`src/dpm_pkg.sv`:
```
// Purpose: Shared constants and types for the DAC path and mixer control block
// Assumes: Avalon-MM register slave, byte addresses, 32-bit data words
// Notes:   Control word keeps the documented 16-bit layout in the low half
package dpm_pkg;

  // Register byte addresses
  localparam logic [7:0] ADDR_CTRL = 8'h14;
  localparam logic [7:0] ADDR_AUX  = 8'h20;
  localparam logic [7:0] ADDR_STAT = 8'h24;
  localparam logic [7:0] ADDR_MASK = 8'h28;
  localparam logic [7:0] ADDR_INFO = 8'h2c;

  typedef struct packed {
    logic       output_polarity_invert;
    logic       shaper_order_select;
    logic       mix_after_proc;
    logic       mix_enable;
    logic [1:0] chan_b_source_select;
    logic [1:0] chan_a_source_select;
    logic       quiet_override;
    logic       quiet_detector_enable;
    logic [1:0] quiet_threshold_select;
    logic       bass_resonant;
    logic       mix_bypass;
    logic [1:0] oversample_input_mode;
  } dpm_ctrl_t;

  typedef struct packed {
    logic       mix_gain_select;
    logic [2:0] chan_b_deemph_setting;
    logic [2:0] chan_a_deemph_setting;
  } dpm_aux_t;

  localparam dpm_ctrl_t CTRL_RST = 16'h4d00;
  localparam dpm_aux_t  AUX_RST  = 7'h00;

  // Source field codes; 01 and 11 both mean the serial audio input
  localparam logic [1:0] SRC_CODE_ADC = 2'h0;
  localparam logic [1:0] SRC_CODE_IEC = 2'h2;

  typedef enum logic [2:0] {
    DPM_SRC_ADC = 3'h1,
    DPM_SRC_I2S = 3'h2,
    DPM_SRC_IEC = 3'h4
  } dpm_src_t;

  localparam dpm_src_t SRC_A_RST = DPM_SRC_I2S;
  localparam dpm_src_t SRC_B_RST = DPM_SRC_I2S;

  // Oversampling input modes
  localparam logic [1:0] OS_SINGLE = 2'h0;
  localparam logic [1:0] OS_DOUBLE = 2'h1;
  localparam logic [1:0] OS_QUAD   = 2'h2;
  localparam logic [1:0] OS_RSVD   = 2'h3;

  // De-emphasis codes and one-hot outputs (all zero means off)
  localparam logic [2:0] DE_CODE_OFF = 3'h0;
  localparam logic [2:0] DE_CODE_32K = 3'h1;
  localparam logic [2:0] DE_CODE_44K = 3'h2;
  localparam logic [2:0] DE_CODE_48K = 3'h3;
  localparam logic [2:0] DE_CODE_96K = 3'h4;
  localparam logic [3:0] DE_OH_OFF   = 4'h0;
  localparam logic [3:0] DE_OH_32K   = 4'h1;
  localparam logic [3:0] DE_OH_44K   = 4'h2;
  localparam logic [3:0] DE_OH_48K   = 4'h4;
  localparam logic [3:0] DE_OH_96K   = 4'h8;

  // Zero-sample counts before silence is signalled
  localparam int         QUIET_CNT_W = 15;
  localparam logic [14:0] QUIET_N0   = 15'd3200;
  localparam logic [14:0] QUIET_N1   = 15'd4800;
  localparam logic [14:0] QUIET_N2   = 15'd9600;
  localparam logic [14:0] QUIET_N3   = 15'd19200;

  localparam int SAMPLE_W = 24;
  localparam int SYNC_LEN = 3;

  // Interrupt status bits
  localparam int IRQ_W        = 4;
  localparam int IRQ_QUIET_ON = 0;
  localparam int IRQ_QUIET_OF = 1;
  localparam int IRQ_OS_RSVD  = 2;
  localparam int IRQ_SRC_CHG  = 3;

endpackage

```
`src/dpm_ctrl.sv`:
```
// Purpose: DAC path and mixer control register bank with decoded controls
// Assumes: Single 100 MHz clock; mute status pin is asynchronous
// Notes:   Every output is registered, so decoded controls lag the write by one, channel sources by two or three
//
// Implementation choice: the Avalon-MM register port.
module dpm_ctrl (
  input  wire logic        CLK_SYS,
  input  wire logic        SYS_RST,
  input  wire logic [7:0]  AVS_ADDRESS,
  input  wire logic        AVS_READ,
  input  wire logic        AVS_WRITE,
  input  wire logic [31:0] AVS_WRITEDATA,
  input  wire logic [3:0]  AVS_BYTEENABLE,
  output logic      [31:0] AVS_READDATA,
  output logic             AVS_WAITREQUEST,
  input  wire logic        GLOBAL_MUTE_STATE,
  input  wire logic        SAMPLE_VALID,
  input  wire logic [23:0] SAMPLE_DATA,
  output logic             OUTPUT_POLARITY_INVERT,
  output logic             SHAPER_ORDER_SELECT,
  output logic             MIX_ENABLE,
  output logic             MIX_AFTER_PROC,
  output logic             MIX_BYPASS,
  output logic             MIX_SIG_ATTEN_6DB,
  output logic             BASS_RESONANT,
  output logic      [2:0]  CHAN_A_SOURCE,
  output logic      [2:0]  CHAN_B_SOURCE,
  output logic      [3:0]  CHAN_A_DEEMPH,
  output logic      [3:0]  CHAN_B_DEEMPH,
  output logic      [1:0]  OS_SPEED,
  output logic             VOLUME_ALLOWED,
  output logic             QUIET_DETECTED,
  output logic             SILENCE_SWITCH,
  output logic             IRQ
);

  ////////////////////////////////////////////////////////////////////////////
  // Registers and state

  dpm_pkg::dpm_ctrl_t            ctrl_r;
  dpm_pkg::dpm_ctrl_t            ctrl_nxt;
  dpm_pkg::dpm_aux_t             aux_r;
  dpm_pkg::dpm_aux_t             aux_nxt;
  logic [dpm_pkg::IRQ_W-1:0]     stat_r;
  logic [dpm_pkg::IRQ_W-1:0]     stat_nxt;
  logic [dpm_pkg::IRQ_W-1:0]     mask_r;
  logic [dpm_pkg::IRQ_W-1:0]     mask_nxt;
  wire  [dpm_pkg::IRQ_W-1:0]     evt;
  logic [dpm_pkg::SYNC_LEN-1:0]  mute_sync_r;
  logic                          mute_r;
  dpm_pkg::dpm_src_t             src_a_r;
  dpm_pkg::dpm_src_t             src_b_r;
  dpm_pkg::dpm_src_t             src_a_req;
  dpm_pkg::dpm_src_t             src_b_req;
  logic                          wait_r;
  logic [31:0]                   rdata_r;
  logic [31:0]                   rdata_nxt;
  logic                          quiet;
  logic                          quiet_d_r;

  ////////////////////////////////////////////////////////////////////////////
  // Avalon slave: one wait cycle, then the access completes

  wire req      = AVS_READ || AVS_WRITE;
  wire accept   = req && wait_r;
  wire wr_do    = AVS_WRITE && !wait_r;
  wire sel_ctrl = (AVS_ADDRESS == dpm_pkg::ADDR_CTRL);
  wire sel_aux  = (AVS_ADDRESS == dpm_pkg::ADDR_AUX);
  wire sel_stat = (AVS_ADDRESS == dpm_pkg::ADDR_STAT);
  wire sel_mask = (AVS_ADDRESS == dpm_pkg::ADDR_MASK);
  wire sel_info = (AVS_ADDRESS == dpm_pkg::ADDR_INFO);
  wire be0      = AVS_BYTEENABLE[0];
  wire be1      = AVS_BYTEENABLE[1];

  // Byte lanes merged per lane; unmapped writes are dropped
  wire [15:0] ctrl_wr = {be1 ? AVS_WRITEDATA[15:8] : ctrl_r[15:8],
                         be0 ? AVS_WRITEDATA[7:0]  : ctrl_r[7:0]};

  assign ctrl_nxt = (wr_do && sel_ctrl) ? dpm_pkg::dpm_ctrl_t'(ctrl_wr) : ctrl_r;
  assign aux_nxt  = (wr_do && sel_aux && be0) ? dpm_pkg::dpm_aux_t'(AVS_WRITEDATA[6:0]) : aux_r;
  assign mask_nxt = (wr_do && sel_mask && be0) ? AVS_WRITEDATA[dpm_pkg::IRQ_W-1:0] : mask_r;

  // Set wins over a write-one clear in the same cycle
  wire [dpm_pkg::IRQ_W-1:0] w1c = (wr_do && sel_stat && be0) ?
                                  AVS_WRITEDATA[dpm_pkg::IRQ_W-1:0] : '0;
  assign stat_nxt = (stat_r & ~w1c) | evt;

  wire [31:0] info_word = {22'h0, mute_r, quiet, src_b_r, src_a_r, OS_SPEED};

  assign rdata_nxt = sel_ctrl ? {16'h0, ctrl_r} :
                     sel_aux  ? {25'h0, aux_r} :
                     sel_stat ? {28'h0, stat_r} :
                     sel_mask ? {28'h0, mask_r} :
                     sel_info ? info_word : 32'h0;

  always_ff @(posedge CLK_SYS or posedge SYS_RST) begin
    if (SYS_RST) begin
      wait_r  <= 1'b1;
      rdata_r <= 32'h0;
    end else begin
      wait_r  <= !accept;
      rdata_r <= accept ? rdata_nxt : rdata_r;
    end
  end

  always_ff @(posedge CLK_SYS or posedge SYS_RST) begin
    if (SYS_RST) begin
      ctrl_r <= dpm_pkg::CTRL_RST;
      aux_r  <= dpm_pkg::AUX_RST;
      stat_r <= '0;
      mask_r <= '0;
    end else begin
      ctrl_r <= ctrl_nxt;
      aux_r  <= aux_nxt;
      stat_r <= stat_nxt;
      mask_r <= mask_nxt;
    end
  end

  ////////////////////////////////////////////////////////////////////////////
  // Mute status pin synchroniser

  always_ff @(posedge CLK_SYS or posedge SYS_RST) begin
    if (SYS_RST) begin
      mute_sync_r <= '0;
      mute_r      <= 1'b0;
    end else begin
      mute_sync_r <= {mute_sync_r[1:0], GLOBAL_MUTE_STATE};
      if (mute_sync_r[1] == mute_sync_r[2]) begin
        mute_r <= mute_sync_r[2];
      end
    end
  end

  ////////////////////////////////////////////////////////////////////////////
  // Mixer and oversampling decode

  wire os_single = (ctrl_r.oversample_input_mode == dpm_pkg::OS_SINGLE);
  wire os_quad   = (ctrl_r.oversample_input_mode == dpm_pkg::OS_QUAD);
  wire os_rsvd   = (ctrl_r.oversample_input_mode == dpm_pkg::OS_RSVD);
  // Reserved speed code is treated as single speed so audio keeps flowing
  wire mix_ok    = ctrl_r.mix_enable && (os_single || os_rsvd);
  wire atten_nxt = mix_ok && !aux_r.mix_gain_select;
  wire vol_nxt   = !os_quad;
  wire [1:0] os_nxt = os_rsvd ? dpm_pkg::OS_SINGLE : ctrl_r.oversample_input_mode;

  ////////////////////////////////////////////////////////////////////////////
  // Per-channel source and de-emphasis decode

  logic [1:0] src_code [2];
  logic [2:0] de_code  [2];
  logic [3:0] de_oh    [2];
  dpm_pkg::dpm_src_t src_dec [2];

  assign src_code[0] = ctrl_r.chan_a_source_select;
  assign src_code[1] = ctrl_r.chan_b_source_select;
  assign de_code[0]  = aux_r.chan_a_deemph_setting;
  assign de_code[1]  = aux_r.chan_b_deemph_setting;

  genvar ch;
  generate
    for (ch = 0; ch < 2; ch++) begin : g_chan
      assign src_dec[ch] = (src_code[ch] == dpm_pkg::SRC_CODE_ADC) ? dpm_pkg::DPM_SRC_ADC :
                           (src_code[ch] == dpm_pkg::SRC_CODE_IEC) ? dpm_pkg::DPM_SRC_IEC :
                           dpm_pkg::DPM_SRC_I2S;
      // Undefined codes leave de-emphasis off
      assign de_oh[ch] = (de_code[ch] == dpm_pkg::DE_CODE_32K) ? dpm_pkg::DE_OH_32K :
                         (de_code[ch] == dpm_pkg::DE_CODE_44K) ? dpm_pkg::DE_OH_44K :
                         (de_code[ch] == dpm_pkg::DE_CODE_48K) ? dpm_pkg::DE_OH_48K :
                         (de_code[ch] == dpm_pkg::DE_CODE_96K) ? dpm_pkg::DE_OH_96K :
                         dpm_pkg::DE_OH_OFF;
    end
  endgenerate

  // Channel B follows only once channel A already carries its request
  wire a_valid = (src_a_r == src_dec[0]);
  assign src_a_req = mix_ok ? src_dec[0] : src_a_r;
  assign src_b_req = (mix_ok && a_valid) ? src_dec[1] : src_b_r;
  wire src_chg = (src_a_req != src_a_r) || (src_b_req != src_b_r);

  always_ff @(posedge CLK_SYS or posedge SYS_RST) begin
    if (SYS_RST) begin
      src_a_r <= dpm_pkg::SRC_A_RST;
      src_b_r <= dpm_pkg::SRC_B_RST;
    end else begin
      src_a_r <= src_a_req;
      src_b_r <= src_b_req;
    end
  end

  ////////////////////////////////////////////////////////////////////////////
  // Silence detection and switch

  dpm_quiet_det u_quiet (
    .clk          (CLK_SYS),
    .rst          (SYS_RST),
    .enable       (ctrl_r.quiet_detector_enable),
    .thresh_sel   (ctrl_r.quiet_threshold_select),
    .sample_valid (SAMPLE_VALID),
    .sample_zero  (SAMPLE_DATA == {dpm_pkg::SAMPLE_W{1'b0}}),
    .quiet        (quiet)
  );

  // Override forces the switch; beware the offset step this causes
  wire switch_nxt = ctrl_r.quiet_override || quiet || mute_r;

  always_ff @(posedge CLK_SYS or posedge SYS_RST) begin
    if (SYS_RST) begin
      quiet_d_r <= 1'b0;
    end else begin
      quiet_d_r <= quiet;
    end
  end

  assign evt[dpm_pkg::IRQ_QUIET_ON] = quiet && !quiet_d_r;
  assign evt[dpm_pkg::IRQ_QUIET_OF] = !quiet && quiet_d_r;
  // Flag any control write that selects the reserved speed code
  assign evt[dpm_pkg::IRQ_OS_RSVD]  = wr_do && sel_ctrl &&
                                      (ctrl_nxt.oversample_input_mode == dpm_pkg::OS_RSVD);
  assign evt[dpm_pkg::IRQ_SRC_CHG]  = src_chg;

  ////////////////////////////////////////////////////////////////////////////
  // Registered outputs

  always_ff @(posedge CLK_SYS or posedge SYS_RST) begin
    if (SYS_RST) begin
      OUTPUT_POLARITY_INVERT <= 1'b0;
      SHAPER_ORDER_SELECT    <= 1'b0;
      MIX_ENABLE             <= 1'b0;
      MIX_AFTER_PROC         <= 1'b0;
      MIX_BYPASS             <= 1'b0;
      MIX_SIG_ATTEN_6DB      <= 1'b0;
      BASS_RESONANT          <= 1'b0;
      CHAN_A_SOURCE          <= 3'h0;
      CHAN_B_SOURCE          <= 3'h0;
      CHAN_A_DEEMPH          <= 4'h0;
      CHAN_B_DEEMPH          <= 4'h0;
      OS_SPEED               <= 2'h0;
      VOLUME_ALLOWED         <= 1'b0;
      QUIET_DETECTED         <= 1'b0;
      SILENCE_SWITCH         <= 1'b0;
      IRQ                    <= 1'b0;
    end else begin
      OUTPUT_POLARITY_INVERT <= ctrl_r.output_polarity_invert;
      SHAPER_ORDER_SELECT    <= ctrl_r.shaper_order_select;
      MIX_ENABLE             <= mix_ok;
      MIX_AFTER_PROC         <= ctrl_r.mix_after_proc;
      MIX_BYPASS             <= ctrl_r.mix_bypass;
      MIX_SIG_ATTEN_6DB      <= atten_nxt;
      BASS_RESONANT          <= ctrl_r.bass_resonant;
      CHAN_A_SOURCE          <= src_a_r;
      CHAN_B_SOURCE          <= src_b_r;
      CHAN_A_DEEMPH          <= de_oh[0];
      CHAN_B_DEEMPH          <= de_oh[1];
      OS_SPEED               <= os_nxt;
      VOLUME_ALLOWED         <= vol_nxt;
      QUIET_DETECTED         <= quiet;
      SILENCE_SWITCH         <= switch_nxt;
      IRQ                    <= |(stat_r & mask_r);
    end
  end

  assign AVS_READDATA    = rdata_r;
  assign AVS_WAITREQUEST = wait_r;
endmodule

```
`src/dpm_quiet_det.sv`:
```
// Purpose: Counts consecutive zero samples and flags digital silence
// Assumes: Sample strobe is on the system clock
// Notes:   Count saturates at the limit so a long silence never wraps
module dpm_quiet_det (
  input  wire logic       clk,
  input  wire logic       rst,
  input  wire logic       enable,
  input  wire logic [1:0] thresh_sel,
  input  wire logic       sample_valid,
  input  wire logic       sample_zero,
  output logic            quiet
);

  logic [dpm_pkg::QUIET_CNT_W-1:0] cnt_r;
  logic [dpm_pkg::QUIET_CNT_W-1:0] cnt_nxt;
  logic [dpm_pkg::QUIET_CNT_W-1:0] limit;
  logic                            quiet_r;

  assign limit = (thresh_sel == 2'h0) ? dpm_pkg::QUIET_N0 :
                 (thresh_sel == 2'h1) ? dpm_pkg::QUIET_N1 :
                 (thresh_sel == 2'h2) ? dpm_pkg::QUIET_N2 : dpm_pkg::QUIET_N3;

  // Nonzero sample or disabled detector restarts the count
  assign cnt_nxt = !enable                 ? '0 :
                   !sample_valid           ? cnt_r :
                   !sample_zero            ? '0 :
                   (cnt_r < limit)         ? cnt_r + 1'b1 : cnt_r;

  always_ff @(posedge clk or posedge rst) begin
    if (rst) begin
      cnt_r   <= '0;
      quiet_r <= 1'b0;
    end else begin
      cnt_r   <= cnt_nxt;
      quiet_r <= enable && (cnt_nxt >= limit);
    end
  end

  assign quiet = quiet_r;

endmodule

```
`config.mk`:
```
export PLATFORM = sky130hd
export DESIGN_NAME = dpm_ctrl
export DESIGN_NICKNAME = d
export VERILOG_FILES = /design/src/dpm_pkg.sv /design/src/dpm_ctrl.sv /design/src/dpm_quiet_det.sv
export SDC_FILE = /design/constraint.sdc
export NUM_CORES = 1
export LEC_CHECK = 0
export ABC_CLOCK_PERIOD_IN_PS = 4800
export CORE_MARGIN = 2
export CORE_UTILIZATION = 50
export CTS_CLUSTER_SIZE = 40
export DETAILED_ROUTE_END_ITERATION = 8
export DONT_BUFFER_PORTS = 1
export SETUP_SLACK_MARGIN = 0.2
export SYNTH_ARGS = -nofsm -noshare
export SYNTH_HDL_FRONTEND = slang
export SYNTH_SLANG_ARGS = --single-unit
export TNS_END_PERCENT = 10
```
`constraint.sdc`:
```
create_clock -name CLK_SYS -period 4.8 [get_ports CLK_SYS]
set_input_delay 0.96 -clock CLK_SYS [delete_from_list [all_inputs] [get_ports CLK_SYS]]
set_output_delay 0.96 -clock CLK_SYS [all_outputs]
set_load 0.02 [all_outputs]
```
==> qor.yml <==
outcome:
  run_status: "finished, final reports clean"
route:
  wl_um: 10100
  ant_nets: 0
  drtPass1Iterations: 4
  drtIter0Drc: 165
  vias_per_cell: 5.51
  drc: 0
  detail_route.wl_per_cell_um: 17.9
  vias: 3112
critical_path:
  path_class: "register to register"
  end_kind: "register"
  rrSetupSlack_ps: 710
  crit_slowest_cell: "dfrtp_2"
  worstPathRequired_ps: 5060
  critPathMaxFanout: 8
  cpPeakStageDelay_ps: 460
  crit_buf_inv: 1
  crit_family: "compound AO/OA/AOI/OAI gates"
  cp_cell_sequence: "inv_1 > ha_1 > or2_2 > ha_1 > nor3_1 > o21ai_2 > a211oi_4 > and4_4 > nand3_1 > xor2_1 > nor2_1 > ha_1 > nor2b_1 > o21ai_0 > nand2b_1 > a21oi_1 > o21ai_0 > a31oi_1 > o21ai_0 > a21o_1"
  cp-start-kind: "register"
  rr_worst_depth: 20
  path_depth: 20
  arrival_ps: 4350
yosys:
  yosysSeqAreaShare: 0.527
  synth_edf_count: 0
  syn_inst: 428
  synth_warnings: 0
  ys.flop_type: "dfrtp_1"
  async_flop_share: 1.00
  syn_avg_cell_area_um2: 11.2
  synth_top_area_frac: 0.489
  syn-cell-area_mm2: 0.00481
  postSynthRegisterBits: 101
  ys_top_cells_by_area: "dfrtp_1 49%, ha_1 7.3%, mux2_2 6.8%"
  synth.distinct_cells: 54
  yosysTopAreaCell: "dfrtp_1"
clocking:
  worstSkewPairLatency_ps: 360
  cts_tree: "done"
  clkTransAtPathRegs_ps: 100
  cts_max_level: 3
  hold_buffers: 0
  root_buffer: "clkbuf_8"
  cts_resized: 0
  cts_made_buffers: 9
  clockBufferDepth: 2
  cts.sinks: 101
  post-cts-setup-buffer-count: 0
timing:
  rsz0062_at_grt: "no"
  fmax_ghz: 0.245
  finalSetupViolCount: 0
  hold_viol: 0
  layout_min_cycle_time_ps: 4090
  relSlewSlack: 0.241
  finalClockSkew_ps: 12.7
  drv_slew: 0
  tightestPinTransition_ps: 1140
  fin_crit_sh: 0.852
  final.setup.tns_ps: 0
global_route:
  grt_usage: 0.204
  globalRouteOverflowTotal: 0
  antenna_found_initial: 0
  grt_pass1_vias: 3125
  grt_pass1_wl_um: 16100
  grt_start_max_net_pins: 70
die:
  io_pins: 134
  row_count: 35
  die_h_um: 102
  design.core.area_mm2: 0.00928
  die_x_um: 102
  die_area_mm2: 0.0104
  initial_core_util: 0.518
cells_and_area:
  nets: 533
  fin_util: 0.549
  drive_gt1_frac: 0.172
  antennaDiodeCount: 0
  area_delta_synth_final_pct: 5.98
place:
  io_buffer_count: 0
  dp.final_hpwl_um: 7360
  gp_congestion: 0.883
power:
  pwr-share-seq: 0.584
  leakage_nw: 2.35
  pwr-share-comb: 0.048
  p_int_mw: 1.14
  power_density_mw_per_mm2: 300
  clock_power_share: 0.367
  swShare: 0.255
  ir_worst_vdd_mv: 0.187
  p_sw_mw: 0.390
hold_path:
  hp-class: "register to register"
  min_path_cells: 0
job:
  maxCapViolCount: 0
[through the flow]
stage	total power, mW	worst slack [ps]	std cells	area (um2)	hold WS [ps]
final	1.53	711	565	5100	364
after global routing	1.59	283	565	5100	371
after CTS	1.55	570	565	5090	368
after detailed placement	0.985	647	549	4890	339
after global placement	0.983	686	549	4890	341
after floorplan	0.977	1160	443	4860	331
[state kept, by name (all words and copies together) (netlist names), 2 cells and up]
signal and count:
AVS_READDATA 16, OS_SPEED 2, CHAN_B_DEEMPH 4, src_b_r 3, aux_r 7, mask_r 4, stat_r 4, CHAN_A_SOURCE 3
ctrl_r 16, mute_sync_r 3, src_a_r 3, CHAN_A_DEEMPH 4, CHAN_B_SOURCE 3, u_quiet.cnt_r 15
[synth_stat cells, drive strengths merged, types with 2 or more instances]
cell     n
a21boi   2
a21o     2
a21oi   11
a222oi   4
a22oi    8
a31oi    3
and3     9
and3b    2
and4     2
buf     20
clkbuf   5
dfrtp   94
dfstp    7
ha      28
inv     15
mux2    29
mux2i    4
nand2   45
nand2b   2
nand3    9
nand3b   2
nand4    5
nor2    23
nor2b    9
nor3     6
nor3b    9
nor4     8
o21a     2
o21ai   35
o31ai    2
or2      3
or3      2
xnor2    7
xor2     6
[layout by cell type (no fill, tap or decap), types with 3 or more instances in the layout]
cell type | netlist | layout
o21ai_0 | 32 | 32
nand4_1 | 5 | 5
clkbuf_8 | 0 | 9
a31oi_1 | 3 | 3
a22oi_1 | 8 | 8
ha_1 | 28 | 28
nor3_1 | 5 | 5
and3_1 | 6 | 6
conb_1 | 1 | 16
nor2_1 | 22 | 22
nor4_1 | 8 | 8
nand3_1 | 6 | 6
a222oi_1 | 4 | 4
dfrtp_1 | 94 | 93
xor2_1 | 6 | 6
xnor2_1 | 7 | 7
mux2i_1 | 4 | 4
mux2_2 | 29 | 29
a21oi_1 | 10 | 10
nand2_1 | 45 | 45
nor2b_1 | 9 | 9
nand3_2 | 3 | 3
nor3b_1 | 8 | 8
dfstp_2 | 7 | 7
inv_1 | 13 | 12
[kinds of logic (layout without fill, tap and decap cells)]
logic type	after synthesis	count (layout)	synth area share
compound gates	73	73	0.0965
xor+xnor	13	13	0.0237
fa+ha+maj	29	29	0.0749
buf+inv	40	33	0.0448
flops	101	101	0.527
mux	33	33	0.0762
other cells	1	16	0.000780
simple gates	138	138	0.156
[path summary, 6_finish.rpt]
check	startpoint	to
min	mute_sync_r[0]	mute_sync_r[1]
max	ctrl_r[4]	u_quiet.quiet
min reg2reg	mute_sync_r[0]	mute_sync_r[1]
min in group asynchronous	SYS_RST	mute_sync_r[0]
max reg2reg	ctrl_r[4]	u_quiet.quiet
max in group asynchronous	SYS_RST	AVS_WAITREQUEST
[power by group through the flow]
stage	registers, mW	logic (mW)	clock network, mW
3_5_place_dp	0.910	0.0751	0
4_1_cts	0.894	0.0754	0.581
6_report	0.893	0.0740	0.561
2_1_floorplan	0.903	0.0744	0
3_3_place_gp	0.910	0.0736	0
5_1_grt	0.896	0.0861	0.613
[worst reg2reg max path, cell delays in order, from the launching register on]
cell,delay [ps]
dfrtp_2,460
inv_1,120
ha_1,230
or2_2,290
ha_1,180
nor3_1,220
o21ai_2,150
a211oi_4,330
and4_4,330
nand3_1,100
xor2_1,160
nor2_1,140
ha_1,270
nor2b_1,130
o21ai_0,130
nand2b_1,70
a21oi_1,130
o21ai_0,90
a31oi_1,170
o21ai_0,120
a21o_1,160
[routing by layer]
layer / GRT usage / up-vias / wire length [um]
met1: 0.270 / 1524 / 4570
li1: - / 1484 / -
met4: 0.0667 / 0 / 150
met3: 0.0609 / 14 / 648
met2: 0.326 / 90 / 4730
met5: 0 / - / 0
[layout make-up]
cell class                      count  area (um2)
Tap cell                          129         161
Clock buffer                        9         124
Inverter                           15        58.8
Fill cell                         847        4190
Sequential cell                   101        2540
Timing Repair Buffer                2        15.0
Clock inverter                      7        82.6
Multi-Input combinational cell    302        2120
Power figures use the tool's default switching activity.
